==> config.mk <==
export PLATFORM = sky130hd
export DESIGN_NAME = adc_conversion_control
export DESIGN_NICKNAME = d
export VERILOG_FILES = /design/src/adc_ctrl_pkg.sv /design/src/adc_conversion_control.sv
export SDC_FILE = /design/constraint.sdc
export NUM_CORES = 1
export LEC_CHECK = 0
export BUFFER_PORTS_ARGS = -buffer_cell sky130_fd_sc_hd__buf_2
export CELL_PAD_IN_SITES_DETAIL_PLACEMENT = 0
export CELL_PAD_IN_SITES_GLOBAL_PLACEMENT = 2
export CORE_ASPECT_RATIO = 1.75
export CORE_MARGIN = 3
export CORE_UTILIZATION = 36
export DETAILED_ROUTE_END_ITERATION = 6
export PLACE_DENSITY = 0.87
export SYNTH_ARGS = -nofsm -noshare
export SYNTH_HDL_FRONTEND = slang
export SYNTH_SLANG_ARGS = --single-unit
export TNS_END_PERCENT = 50
==> constraint.sdc <==
create_clock -name pclk -period 9 [get_ports pclk]
set_clock_uncertainty 0.2 [all_clocks]
set_input_delay 1.8 -clock pclk [delete_from_list [all_inputs] [get_ports pclk]]
set_output_delay 1.8 -clock pclk [all_outputs]
set_load 0.02 [all_outputs]
==> src/adc_ctrl_pkg.sv <==
package adc_ctrl_pkg;

  // Clock and instruction timing
  localparam int CLK_PERIOD_NS = 50;
  localparam int INSTR_CYCLE_NS = 200;
  localparam int INSTR_CYC = (INSTR_CYCLE_NS + CLK_PERIOD_NS - 1) / CLK_PERIOD_NS;

  // Conversion clock half periods, in oscillator periods
  localparam logic [4:0] TAD_HALF_00 = 5'h01;
  localparam logic [4:0] TAD_HALF_01 = 5'h04;
  localparam logic [4:0] TAD_HALF_10 = 5'h10;
  localparam logic [1:0] CLKSEL_RC = 2'h3;

  // Conversion sequence: one settling period, then twelve bit periods
  localparam int RES_BITS = 12;
  localparam logic [3:0] IDX_FIRST_BIT = 4'h2;
  localparam logic [3:0] IDX_LAST_BIT = 4'hD;
  localparam logic [3:0] IDX_DONE = 4'hE;
  localparam logic [3:0] TRIG_MODE = 4'hB;

  // Register indices; byte address is four times the index
  localparam int ADDR_W = 10;
  localparam logic [7:0] IDX_INT_GLOBAL = 8'h0B;
  localparam logic [7:0] IDX_PERIPH_FLAG = 8'h0C;
  localparam logic [7:0] IDX_RESULT_HIGH = 8'h1E;
  localparam logic [7:0] IDX_CTRL_MAIN = 8'h1F;
  localparam logic [7:0] IDX_PERIPH_EN = 8'h8C;
  localparam logic [7:0] IDX_VREF_CTRL = 8'h9B;
  localparam logic [7:0] IDX_RESULT_LOW = 8'h9E;
  localparam logic [7:0] IDX_CTRL_CFG = 8'h9F;

  // Field positions
  localparam int GIE_BIT = 7;
  localparam int PERIPHERAL_IRQ_ENABLE_BIT = 6;
  localparam int DONE_FLAG_BIT = 6;
  localparam int POWER_BIT = 0;
  localparam int GO_BIT = 2;
  localparam int CHAN3_BIT = 1;
  localparam int FORMAT_BIT = 7;
  localparam logic [7:0] RESET_VALUE = 8'h00;

  typedef enum logic [1:0] {
    ST_IDLE = 2'b00,
    ST_WAIT = 2'b01,
    ST_CONV = 2'b10
  } conv_state_e;

endpackage

==> src/adc_conversion_control.sv <==
`timescale 1ns/10ps
`default_nettype none
module adc_conversion_control
  import adc_ctrl_pkg::*;
(
  input wire logic pclk,
  input wire logic presetn,
  input wire logic psel,
  input wire logic penable,
  input wire logic pwrite,
  input wire logic [ADDR_W-1:0] paddr,
  input wire logic [31:0] pwdata,
  output logic [31:0] prdata,
  output logic pready,
  output logic pslverr,
  input wire logic [3:0] compare_unit_mode,
  input wire logic special_event_trig,
  input wire logic sleep_active,
  input wire logic comparator_in,
  input wire logic rc_osc_in,
  output logic irq,
  output logic event_timer_clear,
  output logic wake_request,
  output logic converter_enable,
  output logic conversion_busy,
  output logic [3:0] channel_select,
  output logic [RES_BITS-1:0] dac_code,
  output logic [7:0] config_out,
  output logic [3:0] vref_control
);

  typedef struct packed {
    conv_state_e state;
    logic go;
    logic pwr;
    logic [1:0] clksel;
    logic [3:0] chan;
    logic [7:0] cfg;
    logic [3:0] vref;
    logic flag;
    logic irq_en;
    logic global_irq_enable;
    logic peripheral_irq_enable;
    logic [4:0] div_cnt;
    logic tad_hi;
    logic [3:0] idx;
    logic [RES_BITS-1:0] sar;
    logic [2:0] wait_cnt;
    logic sleep_off;
    logic wake;
    logic tmr_clr;
    logic cmp_s1;
    logic cmp_s2;
    logic rc_s1;
    logic rc_s2;
    logic rc_s3;
    logic ack;
    logic err;
    logic [31:0] rdata;
  } state_s;

  state_s st_ff;
  state_s nxt_st;
  logic [RES_BITS-1:0] result_ff;
  logic [RES_BITS-1:0] nxt_result;
  logic result_load;
  logic tad_rise;
  logic tad_fall;
  logic div_tick;
  logic [4:0] half;
  logic wr_take;
  logic acc;
  logic start;
  logic trig_ok;
  logic [3:0] pos;
  logic [RES_BITS-1:0] trial_mask;

  // Register hit test on an aligned word address
  function automatic logic addr_hit(input logic [ADDR_W-1:0] a);
    logic [7:0] i;
    i = a[ADDR_W-1:2];
    addr_hit = (a[1:0] == 2'h0) && (i == IDX_INT_GLOBAL || i == IDX_PERIPH_FLAG ||
               i == IDX_RESULT_HIGH || i == IDX_CTRL_MAIN || i == IDX_PERIPH_EN ||
               i == IDX_VREF_CTRL || i == IDX_RESULT_LOW || i == IDX_CTRL_CFG);
  endfunction

  // Conversion clock half period per select code
  function automatic logic [4:0] tad_half(input logic [1:0] sel);
    case (sel)
      2'h0: tad_half = TAD_HALF_00;
      2'h1: tad_half = TAD_HALF_01;
      default: tad_half = TAD_HALF_10;
    endcase
  endfunction

  // Result placement in the high and low bytes
  function automatic logic [15:0] result_split(input logic [RES_BITS-1:0] r,
                                               input logic right);
    if (right) begin
      result_split = {4'h0, r};
    end else begin
      result_split = {r, 4'h0};
    end
  endfunction

  // Read mux of the register map
  function automatic logic [7:0] read_reg(input logic [7:0] i, input state_s s,
                                          input logic [RES_BITS-1:0] r);
    logic [15:0] sp;
    sp = result_split(r, s.cfg[FORMAT_BIT]);
    case (i)
      IDX_INT_GLOBAL: read_reg = {s.global_irq_enable, s.peripheral_irq_enable, 6'h00};
      IDX_PERIPH_FLAG: read_reg = {1'b0, s.flag, 6'h00};
      IDX_PERIPH_EN: read_reg = {1'b0, s.irq_en, 6'h00};
      IDX_RESULT_HIGH: read_reg = sp[15:8];
      IDX_RESULT_LOW: read_reg = sp[7:0];
      IDX_CTRL_MAIN: read_reg = {s.clksel, s.chan[2:0], s.go, s.chan[3], s.pwr};
      IDX_CTRL_CFG: read_reg = s.cfg;
      IDX_VREF_CTRL: read_reg = {s.vref, 4'h0};
      default: read_reg = 8'h00;
    endcase
  endfunction

  // Conversion clock edges: divided oscillator or resynchronised RC source
  always_comb begin
    half = tad_half(st_ff.clksel);
    div_tick = (st_ff.div_cnt == half - 5'h01);
    if (st_ff.clksel == CLKSEL_RC) begin
      tad_rise = st_ff.rc_s2 && !st_ff.rc_s3;
      tad_fall = !st_ff.rc_s2 && st_ff.rc_s3;
    end else begin
      tad_rise = div_tick && !st_ff.tad_hi;
      tad_fall = div_tick && st_ff.tad_hi;
    end
  end

  // Bit under trial; meaningful only while bits are resolving
  assign pos = 4'(IDX_LAST_BIT - st_ff.idx);
  assign trial_mask = (st_ff.idx >= IDX_FIRST_BIT && st_ff.idx <= IDX_LAST_BIT) ?
                      (RES_BITS'(1) << pos) : '0;
  assign acc = psel && penable && st_ff.ack;
  assign wr_take = acc && pwrite && addr_hit(paddr);
  assign trig_ok = special_event_trig && compare_unit_mode == TRIG_MODE && st_ff.pwr;

  // Next state of the whole block
  always_comb begin
    nxt_st = st_ff;
    nxt_result = result_ff;
    result_load = 1'b0;
    start = 1'b0;
    nxt_st.wake = 1'b0;
    // Two sync flops on the comparator and RC inputs; at code 00 the comparator answer lags a period
    nxt_st.cmp_s1 = comparator_in;
    nxt_st.cmp_s2 = st_ff.cmp_s1;
    nxt_st.rc_s1 = rc_osc_in;
    nxt_st.rc_s2 = st_ff.rc_s1;
    nxt_st.rc_s3 = st_ff.rc_s2;
    nxt_st.tmr_clr = special_event_trig;

    // Bus slave: one wait state so read data comes from a flop
    nxt_st.ack = psel && penable && !st_ff.ack;
    nxt_st.err = psel && penable && !st_ff.ack && !addr_hit(paddr);
    if (psel && penable && !st_ff.ack) begin
      nxt_st.rdata = {24'h0, read_reg(paddr[ADDR_W-1:2], st_ff, result_ff)};
    end

    // Divider runs only during a conversion on the oscillator
    if (st_ff.state == ST_CONV && st_ff.clksel != CLKSEL_RC) begin
      nxt_st.div_cnt = div_tick ? 5'h00 : st_ff.div_cnt + 5'h01;
      nxt_st.tad_hi = div_tick ? !st_ff.tad_hi : st_ff.tad_hi;
    end else begin
      nxt_st.div_cnt = 5'h00;
      nxt_st.tad_hi = 1'b0;
    end

    // Conversion sequence
    case (st_ff.state)
      ST_IDLE: begin
      end
      ST_WAIT: begin
        nxt_st.wait_cnt = st_ff.wait_cnt + 3'h1;
        if (st_ff.wait_cnt == 3'(INSTR_CYC - 1)) begin
          nxt_st.state = ST_CONV;
        end
      end
      ST_CONV: begin
        if (tad_rise && st_ff.idx != IDX_DONE) begin
          nxt_st.idx = st_ff.idx + 4'h1;
          if (st_ff.idx == IDX_FIRST_BIT - 4'h1) begin
            nxt_st.sar = RES_BITS'(1) << (RES_BITS - 1);
          end else if (st_ff.idx >= IDX_FIRST_BIT) begin
            nxt_st.sar[pos] = st_ff.cmp_s2;
            if (pos != 4'h0) begin
              nxt_st.sar[pos - 4'h1] = 1'b1;
            end
          end
          if (st_ff.idx == IDX_LAST_BIT) begin
            // Rise of the 14th period: result and flag
            nxt_result = nxt_st.sar;
            result_load = 1'b1;
            nxt_st.flag = 1'b1;
            if (sleep_active) begin
              nxt_st.wake = st_ff.irq_en;
              nxt_st.sleep_off = !st_ff.irq_en;
            end
          end
        end
        if (tad_fall && st_ff.idx == IDX_DONE) begin
          nxt_st.go = 1'b0;
          nxt_st.state = ST_IDLE;
        end
      end
      default: nxt_st.state = ST_IDLE;
    endcase

    // Software register writes
    if (wr_take) begin
      case (paddr[ADDR_W-1:2])
        IDX_INT_GLOBAL: begin
          nxt_st.global_irq_enable = pwdata[GIE_BIT];
          nxt_st.peripheral_irq_enable = pwdata[PERIPHERAL_IRQ_ENABLE_BIT];
        end
        IDX_PERIPH_FLAG: begin
          if (pwdata[DONE_FLAG_BIT] && !(nxt_st.flag && !st_ff.flag)) begin
            nxt_st.flag = 1'b0;
          end
        end
        IDX_PERIPH_EN: nxt_st.irq_en = pwdata[DONE_FLAG_BIT];
        IDX_VREF_CTRL: nxt_st.vref = pwdata[7:4];
        IDX_CTRL_CFG: nxt_st.cfg = pwdata[7:0];
        IDX_CTRL_MAIN: begin
          nxt_st.clksel = pwdata[7:6];
          nxt_st.chan = {pwdata[CHAN3_BIT], pwdata[5:3]};
          nxt_st.pwr = pwdata[POWER_BIT];
          if (!pwdata[GO_BIT] && st_ff.state != ST_IDLE) begin
            // Early halt keeps only the resolved bits
            nxt_st.go = 1'b0;
            nxt_st.state = ST_IDLE;
            if (st_ff.state == ST_CONV) begin
              nxt_result = st_ff.sar & ~trial_mask;
              result_load = 1'b1;
            end
          end else if (pwdata[GO_BIT] && st_ff.state == ST_IDLE) begin
            // Power-up and go together would convert on a cold core
            start = st_ff.pwr && pwdata[POWER_BIT];
          end
        end
        default: begin
        end
      endcase
    end

    // Compare-unit trigger; channel must already be chosen by software
    if (trig_ok && st_ff.state == ST_IDLE) begin
      start = 1'b1;
    end

    if (start) begin
      nxt_st.go = 1'b1;
      nxt_st.state = (nxt_st.clksel == CLKSEL_RC) ? ST_WAIT : ST_CONV;
      nxt_st.idx = 4'h0;
      nxt_st.sar = '0;
      nxt_st.wait_cnt = 3'h0;
      nxt_st.div_cnt = 5'h00;
      nxt_st.tad_hi = 1'b0;
    end

    // Powering off or sleeping on the oscillator clock kills the conversion
    if (!nxt_st.pwr || (sleep_active && st_ff.clksel != CLKSEL_RC)) begin
      nxt_st.go = 1'b0;
      nxt_st.state = ST_IDLE;
      result_load = result_load && nxt_st.pwr;
    end
    if (sleep_active && st_ff.clksel != CLKSEL_RC) begin
      nxt_st.sleep_off = 1'b1;
    end
    if (!sleep_active) begin
      nxt_st.sleep_off = 1'b0;
    end
  end

  // All control state; constants only under reset
  always_ff @(posedge pclk or negedge presetn) begin
    if (!presetn) begin
      st_ff <= '0;
    end else begin
      st_ff <= nxt_st;
    end
  end

  // Result holds across resets, so it has no reset branch
  always_ff @(posedge pclk) begin
    if (result_load) begin
      result_ff <= nxt_result;
    end
  end

  // Outputs
  assign prdata = st_ff.rdata;
  assign pready = st_ff.ack;
  assign pslverr = st_ff.err;
  assign irq = st_ff.flag && st_ff.irq_en && st_ff.peripheral_irq_enable && st_ff.global_irq_enable;
  assign event_timer_clear = st_ff.tmr_clr;
  assign wake_request = st_ff.wake;
  assign converter_enable = st_ff.pwr && !st_ff.sleep_off;
  assign conversion_busy = st_ff.go;
  assign channel_select = st_ff.chan;
  assign dac_code = st_ff.sar;
  assign config_out = st_ff.cfg;
  assign vref_control = st_ff.vref;
endmodule
`default_nettype wire

# Yosys cells after proc, flatten, opt, wreduce, memory -nomap -nowiden
# Cells that the tools add are included.
dict set report totals {
  out_inout_bits 67
  word_cells 200
  input_bits 55
  register_bits 81
}
dict set report op_classes {
  n_eq_ne 25
  bitwise 3
  n_lt_le_gt_ge 6
  n_reduce_logical 65
  mux 66
  add_sub_neg 6
  n_shift 1
}
# op count
set ops {}
lappend ops {{12-bit 2-to-1 mux} 11}
lappend ops {{8-bit case mux with 8 select lines} 1}
lappend ops {{16-bit 2-to-1 mux} 3}
lappend ops {{8-bit == test (second input constant)} 4}
lappend ops {{1-bit logical AND} 31}
lappend ops {{1-bit 2-to-1 mux} 27}
lappend ops {{26-bit 2-to-1 mux} 1}
lappend ops {{25-bit 2-to-1 mux} 1}
lappend ops {{8-bit by 4-bit == test with 1-bit output (second input constant)} 2}
lappend ops {{8-bit by 5-bit == test with 1-bit output (second input constant)} 2}
lappend ops {{3-bit 2-to-1 mux} 5}
lappend ops {{2-bit 2-to-1 mux} 7}
lappend ops {{12-bit AND} 1}
lappend ops {{12-bit bitwise mux} 1}
lappend ops {{4-bit == test (second input constant)} 3}
lappend ops {{12-bit NOT} 1}
lappend ops {{12-bit OR} 1}
lappend ops {{2-bit AND reduction} 6}
lappend ops {{1-bit by 4-bit << shifter with 12-bit output (first input constant)} 1}
lappend ops {{1-bit logical NOT} 11}
lappend ops {{4-bit by 5-bit less-than comparator with 1-bit output (second input constant)} 2}
lappend ops {{10-bit 2-to-1 mux} 1}
lappend ops {{5-bit case mux with 2 select lines} 1}
lappend ops {{3-bit by 1-bit != test with 1-bit output (second input constant)} 3}
lappend ops {{other kinds (28)} 45}

# Longest topological paths before layout
# Gate-level depths: netlist (run 1).
dict set report logic_depth {
  ltp_word 19
  depth_mapped 9
  depth_no_buf 8
}

# Least setup slack after synthesis (run 1)
# OpenSTA, ideal clock, no wires.
dict set report synth_path {
  path_type {input-to-reg}
  from {in paddr[1]}
  to {reg result_ff[5] (data pin)}
  arrival_ps 3653
  setup_ps 266
  required_ps 8534
  slack_ps 4881
  stages 7
  path_buffers 2
  cell_sequence {or4_1 -> clkbuf_1 -> or4_4 -> buf_6 -> a21o_1 -> o21ai_1 -> or3b_1}
}
dict set report synth_via {
  elab_chain_cells 4
}
# element line_no
set synth_lines {}
lappend synth_lines {{from (decl)} adc_conversion_control.sv:11} ;# input wire logic [ADDR_W-1:0] paddr,
lappend synth_lines {{2-bit logical NOT} adc_conversion_control.sv:82} ;# addr_hit = (a[1:0] == 2'h0) && (i == IDX_INT_GLOBAL || i == IDX_PERIPH_FLAG ||
lappend synth_lines {{1-bit logical AND} adc_conversion_control.sv:82}
lappend synth_lines {{1-bit logical AND} adc_conversion_control.sv:142} ;# assign wr_take = acc && pwrite && addr_hit(paddr);
lappend synth_lines {{12-bit 2-to-1 mux} adc_conversion_control.sv:217} ;# if (wr_take) begin
lappend synth_lines {{net nxt_result[5]} adc_conversion_control.sv:65} ;# logic [RES_BITS-1:0] nxt_result;
lappend synth_lines {{to (signal assigned)} adc_conversion_control.sv:294} ;# result_ff <= nxt_result;
lappend synth_lines {{to (decl)} adc_conversion_control.sv:64} ;# logic [RES_BITS-1:0] result_ff;
# The timed path passes the listed nets, and every way through them passes these cells.
# A chain may end at the register's enable or synchronous reset.

==> out/metrics.cfg, run 1 <==
[sta]
maxSlewViolCount = 0
setup_violations = 0
period_minus_slack_ns = 4.63
max_freq_mhz = 216
maxSlewHeadroom_pct = 38.4
period_share_pct = 51.5
tightestPinTransition_ns = 0.924
tns_ns = 0
rsz0062_at_grt = false
hold_violations = 0

[setup_path]
path_max_fanout = 13
start_kind = input pin
max_stage_delay_ns = 0.60
worst-endpoint-required_ns = 8.77
cp_data_arrival_time_ns = 4.41
slowest_stage = or4b_4
cp-end-kind = flip-flop
crit_type = in2reg
reg2reg_slack_ns = 5.36
crit_chain = buf_2, or4b_4, nor2_1, nand2_1, mux2i_1, inv_1, and3_1

[clock_tree]
postCtsHoldBufs = 0
clk_latency_ns = 0.34
clockRootBuffer = clkbuf_16
clockBufferDepth = 2
cts_resized = 0
cts_sinks = 81
postCtsSetupRepairBufs = 0
tritoncts = built
clk_pin_slew_worst_paths_ns = 0.06
h-tree-depth = 3
cts_buffers = 9

[global_routing]
grt_first_pass_wirelength_um = 25600
track_usage_pct = 19.7
grt_max_degree = 70
first_global_vias = 4648
overflow = 0
antenna_found_initial = 0

[synthesis]
yosysSeqAreaShare_pct = 38.5
synth_top_area_share_pct = 31.9
synth_cell_types = 68
synth-seq-cells = 81
avgSynthCellArea_um2 = 9.35
synth_most_common_cell = dfrtp_1
synth_top_cell_by_area = dfrtp_1
synth_edf_count = 12
synthArstFlopShare_pct = 85.2
netlist_top_cells_count = dfrtp_1 (69), buf_4 (60), nand2_1 (51)
yosysWarnings = 0
synthTopCellsByArea = dfrtp_1 (32%), buf_4 (8.3%), edfxtp_1 (6.7%)
synth_area_um2 = 5410
synthCells = 579
synth_ff_type = dfrtp_1

[die]
core-area_um2 = 14600
die_y_um = 168
row_count = 58
die_area_um2 = 16600
die_w_um = 98.7
io_pins = 122
start_util_pct = 37.1

[placement]
place_area_um2 = 5570
placed_cells = 777
place_congestion = 0.906
hpwl_um = 12600
port_buffers = 73

[outcome]
outcome = complete, no violations

[pwr]
powerDensity_nw_per_um2 = 138
irDropWorstVdd_mv = 0.0743
p_leak_nw = 2.60

[final_layout]
fin_cells = 793
antenna_cells = 0
utilization_pct = 40.2
finalInstanceArea_um2 = 5860
n_fill_cell = 1476
fin_nets = 678
syn2layout_area_growth_pct = 8.30
drive_above_1_share_pct = 20.9

[job]
max_cap_viol_count = 0

[route]
drtIter0Drc = 210
ant_nets = 0
vias = 4499
finalWirelength_um = 16000
drc = 0
firstDrtPassIters = 4
vias_per_cell = 5.67
wl_per_cell_um = 20.2

[min_path]
hold_class = reg2reg

==> report_power, final <==
part,internal (mW),switching (mW)
registers,0.375,0.00403
logic,0.0159,0.0437
clock network,0.216,0.156
total,0.607,0.204
==> critical path, delay by kind of cell <==
kind | cells | cell delay, ns
mux | 1 | 0.26
buf+inv | 2 | 0.28
simple gates | 4 | 2.06
==> flip-flops by register name, summed over array words and instances (netlist names) <==
name	count
st_ff	25
result_ff	12
wake_request	1
event_timer_clear	1
conversion_busy	1
nxt_st	3
pready	1
channel_select	4
dac_code	12
config_out	8
prdata	8
pslverr	1
vref_control	4
==> cell usage in the layout, fill, tap and decap left out, drive strengths merged, types with 5 or more instances in the layout <==
master / Yosys / final
nand3: 15 / 15
dfrtp: 69 / 69
conb: 1 / 24
edfxtp: 12 / 12
buf: 65 / 74
nor3b: 5 / 5
a211oi: 9 / 9
and2: 5 / 5
nand2b: 6 / 6
nor2b: 5 / 5
a21oi: 21 / 21
o21ai: 27 / 27
a22oi: 7 / 7
mux2: 26 / 26
o31a: 6 / 6
nor2: 50 / 50
nor3: 10 / 10
inv: 13 / 14
xnor2: 8 / 8
mux2i: 17 / 17
clkbuf: 14 / 10
a21o: 9 / 9
ha: 15 / 15
nand2: 51 / 51
o22ai: 10 / 10
and3: 11 / 11
o211ai: 13 / 13
nand4: 9 / 9
or4: 9 / 9
a31oi: 5 / 5
==> cells by family after synthesis <==
logic type / synth area share (%)
AOI/OAI and AO/OA: 18.4
xor gates and xnor gates: 1.78
adders and majority gates: 3.47
buffers and inverters: 10.8
DFF: 38.5
muxes: 8.55
other: 0.0693
and+or+nand+nor: 18.3
==> layer usage <==
| metal | global-route usage (%) | vias up | wire, um |
|---|---|---|---|
| li1 | - | 2100 | - |
| met4 | 11.2 | 0 | 769 |
| met3 | 2.78 | 44 | 599 |
| met2 | 37.3 | 143 | 8980 |
| met5 | 0 | - | 0 |
| met1 | 20.1 | 2212 | 5660 |
==> through the flow <==
stage	power (mW)	setup WS [ns]	hold WS [ns]
after detailed placement	0.446	4.03	0.135
after CTS	0.820	4.39	0.149
after global routing	0.842	4.20	0.157
after global placement	0.445	4.09	0.135
after floorplan	0.429	4.88	0.131
final	0.811	4.37	0.148
==> layout make-up <==
class / count / area, um^2 / share of cell area [%]
clock buffer: 10 / 229 / 3.91
clock inverter: 6 / 67.6 / 1.15
inverter: 14 / 52.6 / 0.896
multi-input combinational: 428 / 2830 / 48.2
sequential: 81 / 2090 / 35.6
tap: 180 / 225 / 3.84
timing repair buffer: 74 / 375 / 6.40
==> path summary, 6_finish.rpt <==
kind | from | endpoint | cells after the start
min reg2reg | nxt_st[37] | st_ff[37] | 0
min in group asynchronous | presetn | dac_code[0] | 1
max | paddr[9] | result_ff[1] | 7
min | nxt_st[37] | st_ff[37] | 0
max in group asynchronous | presetn | st_ff[64] | 1
max reg2reg | st_ff[88] | result_ff[1] | 7
Note: power is estimated with default switching activity, not from simulation.
==> run 2: changes to the inputs <==
- CORE_UTILIZATION: 36 -> 33
- PLACE_DENSITY: 0.87 -> 0.81
- clock period: 9 -> 4.4 ns (I/O delays scaled with it)
==> run 2 against run 1 <==
Sequential share of layout area fell by 0.42 points. Global-route usage fell by 1.6 points. Non-clock buffer count rose by 5. Total power rose by 110%. Critical endpoint is now result_ff[10]. Via count barely moved. Utilization fell by 3.2 points. Die area rose by 8.6%. Combinational power rose by 100%.
==> out/metrics.cfg, run 2 (synthesized netlist as in run 1, its figures left out) <==
[setup_path]
start_kind = flip-flop
slowest_stage = and3_1
worstSetupStartpoint = st_ff[88]
cp-end-kind = flip-flop
max_stage_delay_ns = 0.58  ; -0.02 ns
crit_chain = or2_2, ha_1, or2_2, mux2i_1, nand4b_2, o21ai_1, and3_1
cp_num_buf_inv = 0  ; -2
cp_top_family = simple AND/OR/NAND/NOR gates
crit_type = reg2reg
crit_top_cell = or2_2
path_max_fanout = 12  ; -1
reg2reg_from = st_ff[88]
worst-endpoint-required_ns = 4.17  ; -4.60 ns
cp_data_arrival_time_ns = 3.31  ; -1.10 ns

[route]
vias = 4497  ; -0.044%
vias_per_cell = 5.57  ; -1.8%
firstDrtPassIters = 4  ; unchanged
ant_nets = 0  ; unchanged
drc = 0  ; unchanged
finalWirelength_um = 16000  ; +0.19%
wl_per_cell_um = 19.9  ; -1.5%
drtIter0Drc = 147  ; -30%

[global_routing]
track_usage_pct = 18.1  ; -1.6 points
met3_usage_pct = 2.54  ; -0.23 points
grt_max_degree = 70  ; unchanged
gr-usage-met2_pct = 33.3  ; -4.1 points
first_global_vias = 4598  ; -1.1%
antenna_found_initial = 0  ; unchanged
grt_first_pass_wirelength_um = 25100  ; -1.9%
overflow = 0  ; unchanged
gr-usage-met1_pct = 18.7  ; -1.4 points
grt_busiest_layer = met2

[clock_tree]
cts_sinks = 81  ; unchanged
tritoncts = built
clockRootBuffer = clkbuf_16
postCtsHoldBufs = 0  ; unchanged
clk_pin_slew_worst_paths_ns = 0.06  ; about the same
postCtsSetupRepairBufs = 0  ; unchanged
h-tree-depth = 3  ; unchanged
clockBufferDepth = 2  ; unchanged
clk_latency_ns = 0.34  ; about the same
cts_buffers = 9  ; unchanged
cts_resized = 0  ; unchanged

[final_layout]
antenna_cells = 0  ; unchanged
final_cell_mix = buf_2 (72), dfrtp_1 (69), nand2_1 (51), nor2_1 (50), mux2_2 (26)
syn2layout_area_growth_pct = 9.59
fin_nets = 683  ; +0.74%
layout.area.seq_um2 = 2090  ; unchanged
drive_above_1_share_pct = 21.5  ; +0.64 points
largest_reg_flops = 25  ; unchanged
multi_input_area_um2 = 2830  ; unchanged
final_common_cell = buf_2
utilization_pct = 37.0  ; -3.2 points
top_register = st_ff
n_fill_cell = 1653  ; +12%

[die]
core-area_um2 = 16000  ; +9.9%
row_count = 61  ; +5.2%
die_w_um = 103  ; +4.2%
start_util_pct = 33.8  ; -3.3 points
die_y_um = 175  ; +4.3%
io_pins = 122  ; unchanged
die_area_um2 = 18000  ; +8.6%

[pwr]
power_mw = 1.70  ; +110%
powerDensity_nw_per_um2 = 286  ; +110%
irDropWorstVdd_mv = 0.155  ; +110%
p_leak_nw = 2.63  ; +1.4%

[sta]
hold_violations = 0  ; unchanged
timing.final.ws_setup_ns = 0.862  ; -3.50 ns
maxSlewViolCount = 0  ; unchanged
max_freq_mhz = 283
maxSlewHeadroom_pct = 36.3  ; -2.1 points
holdWs_ns = 0.153  ; +0.00509 ns
tightestPinTransition_ns = 0.951  ; +0.0270 ns
setup_violations = 0  ; unchanged
tns_ns = 0  ; unchanged
period_minus_slack_ns = 3.54
rsz0062_at_grt = false
period_share_pct = 80.4

[min_path]
worstHoldStart = nxt_st[35]
hold_class = reg2reg

[placement]
port_buffers = 73  ; unchanged
pre_cts_slack_ns = 0.869  ; -3.16 ns
hpwl_um = 12700  ; +1.1%
place_congestion = 0.900  ; -0.64%

[outcome]
outcome = complete, no violations

[job]
max_cap_viol_count = 0  ; unchanged

## run 2: cell types whose count changed in the layout (fill, tap and decap cells not counted), sizes merged
| cell | change |
|---|---|
| clkbuf | +2 |
| clkinv | -1 |
| inv | -1 |
| buf | +5 |
## run 2: stage by stage
step | cell area, um^2 | cells
2_1_floorplan | 5500 | 602
3_3_place_gp | 5620 | 791
3_5_place_dp | 5620 | 791
4_1_cts | 5930 | 807
5_1_grt | 5930 | 807
6_report | 5930 | 807
## run 2: power breakdown
group | internal [mW] | leakage, nW | switching, mW
logic | 0.0324 | 1.57 | 0.0896
registers | 0.767 | 0.916 | 0.00837
clock network | 0.489 | 0.150 | 0.312
total | 1.29 | 2.63 | 0.410
## run 2: area by class of cell
| type | instances | share of cell area [%] |
|---|---|---|
| flip-flops and latches | 81 | 35.2 |
| well taps | 189 | 3.99 |
| clock inverters | 4 | 0.844 |
| multi-input cells | 428 | 47.6 |
| inverters | 14 | 0.886 |
| repair buffers | 79 | 6.96 |
| clock buffers | 12 | 4.51 |
## run 2: worst paths after layout
check	end	slack (ns)	cells after the start
setup / recovery	result_ff[10]	0.86	7
hold / removal	nxt_st[34]	0.15	0
setup reg to reg	result_ff[10]	0.86	7
hold reg to reg	nxt_st[34]	0.15	0
max in group asynchronous	dac_code[9]	2.93	1
min in group asynchronous	channel_select[3]	0.46	1
## run 2: routing by layer
layer | wire length (um) | share of wire (%)
met2 | 8750 | 55
met4 | 879 | 5.5
met1 | 5870 | 37
met5 | 0 | 0
met3 | 540 | 3.4
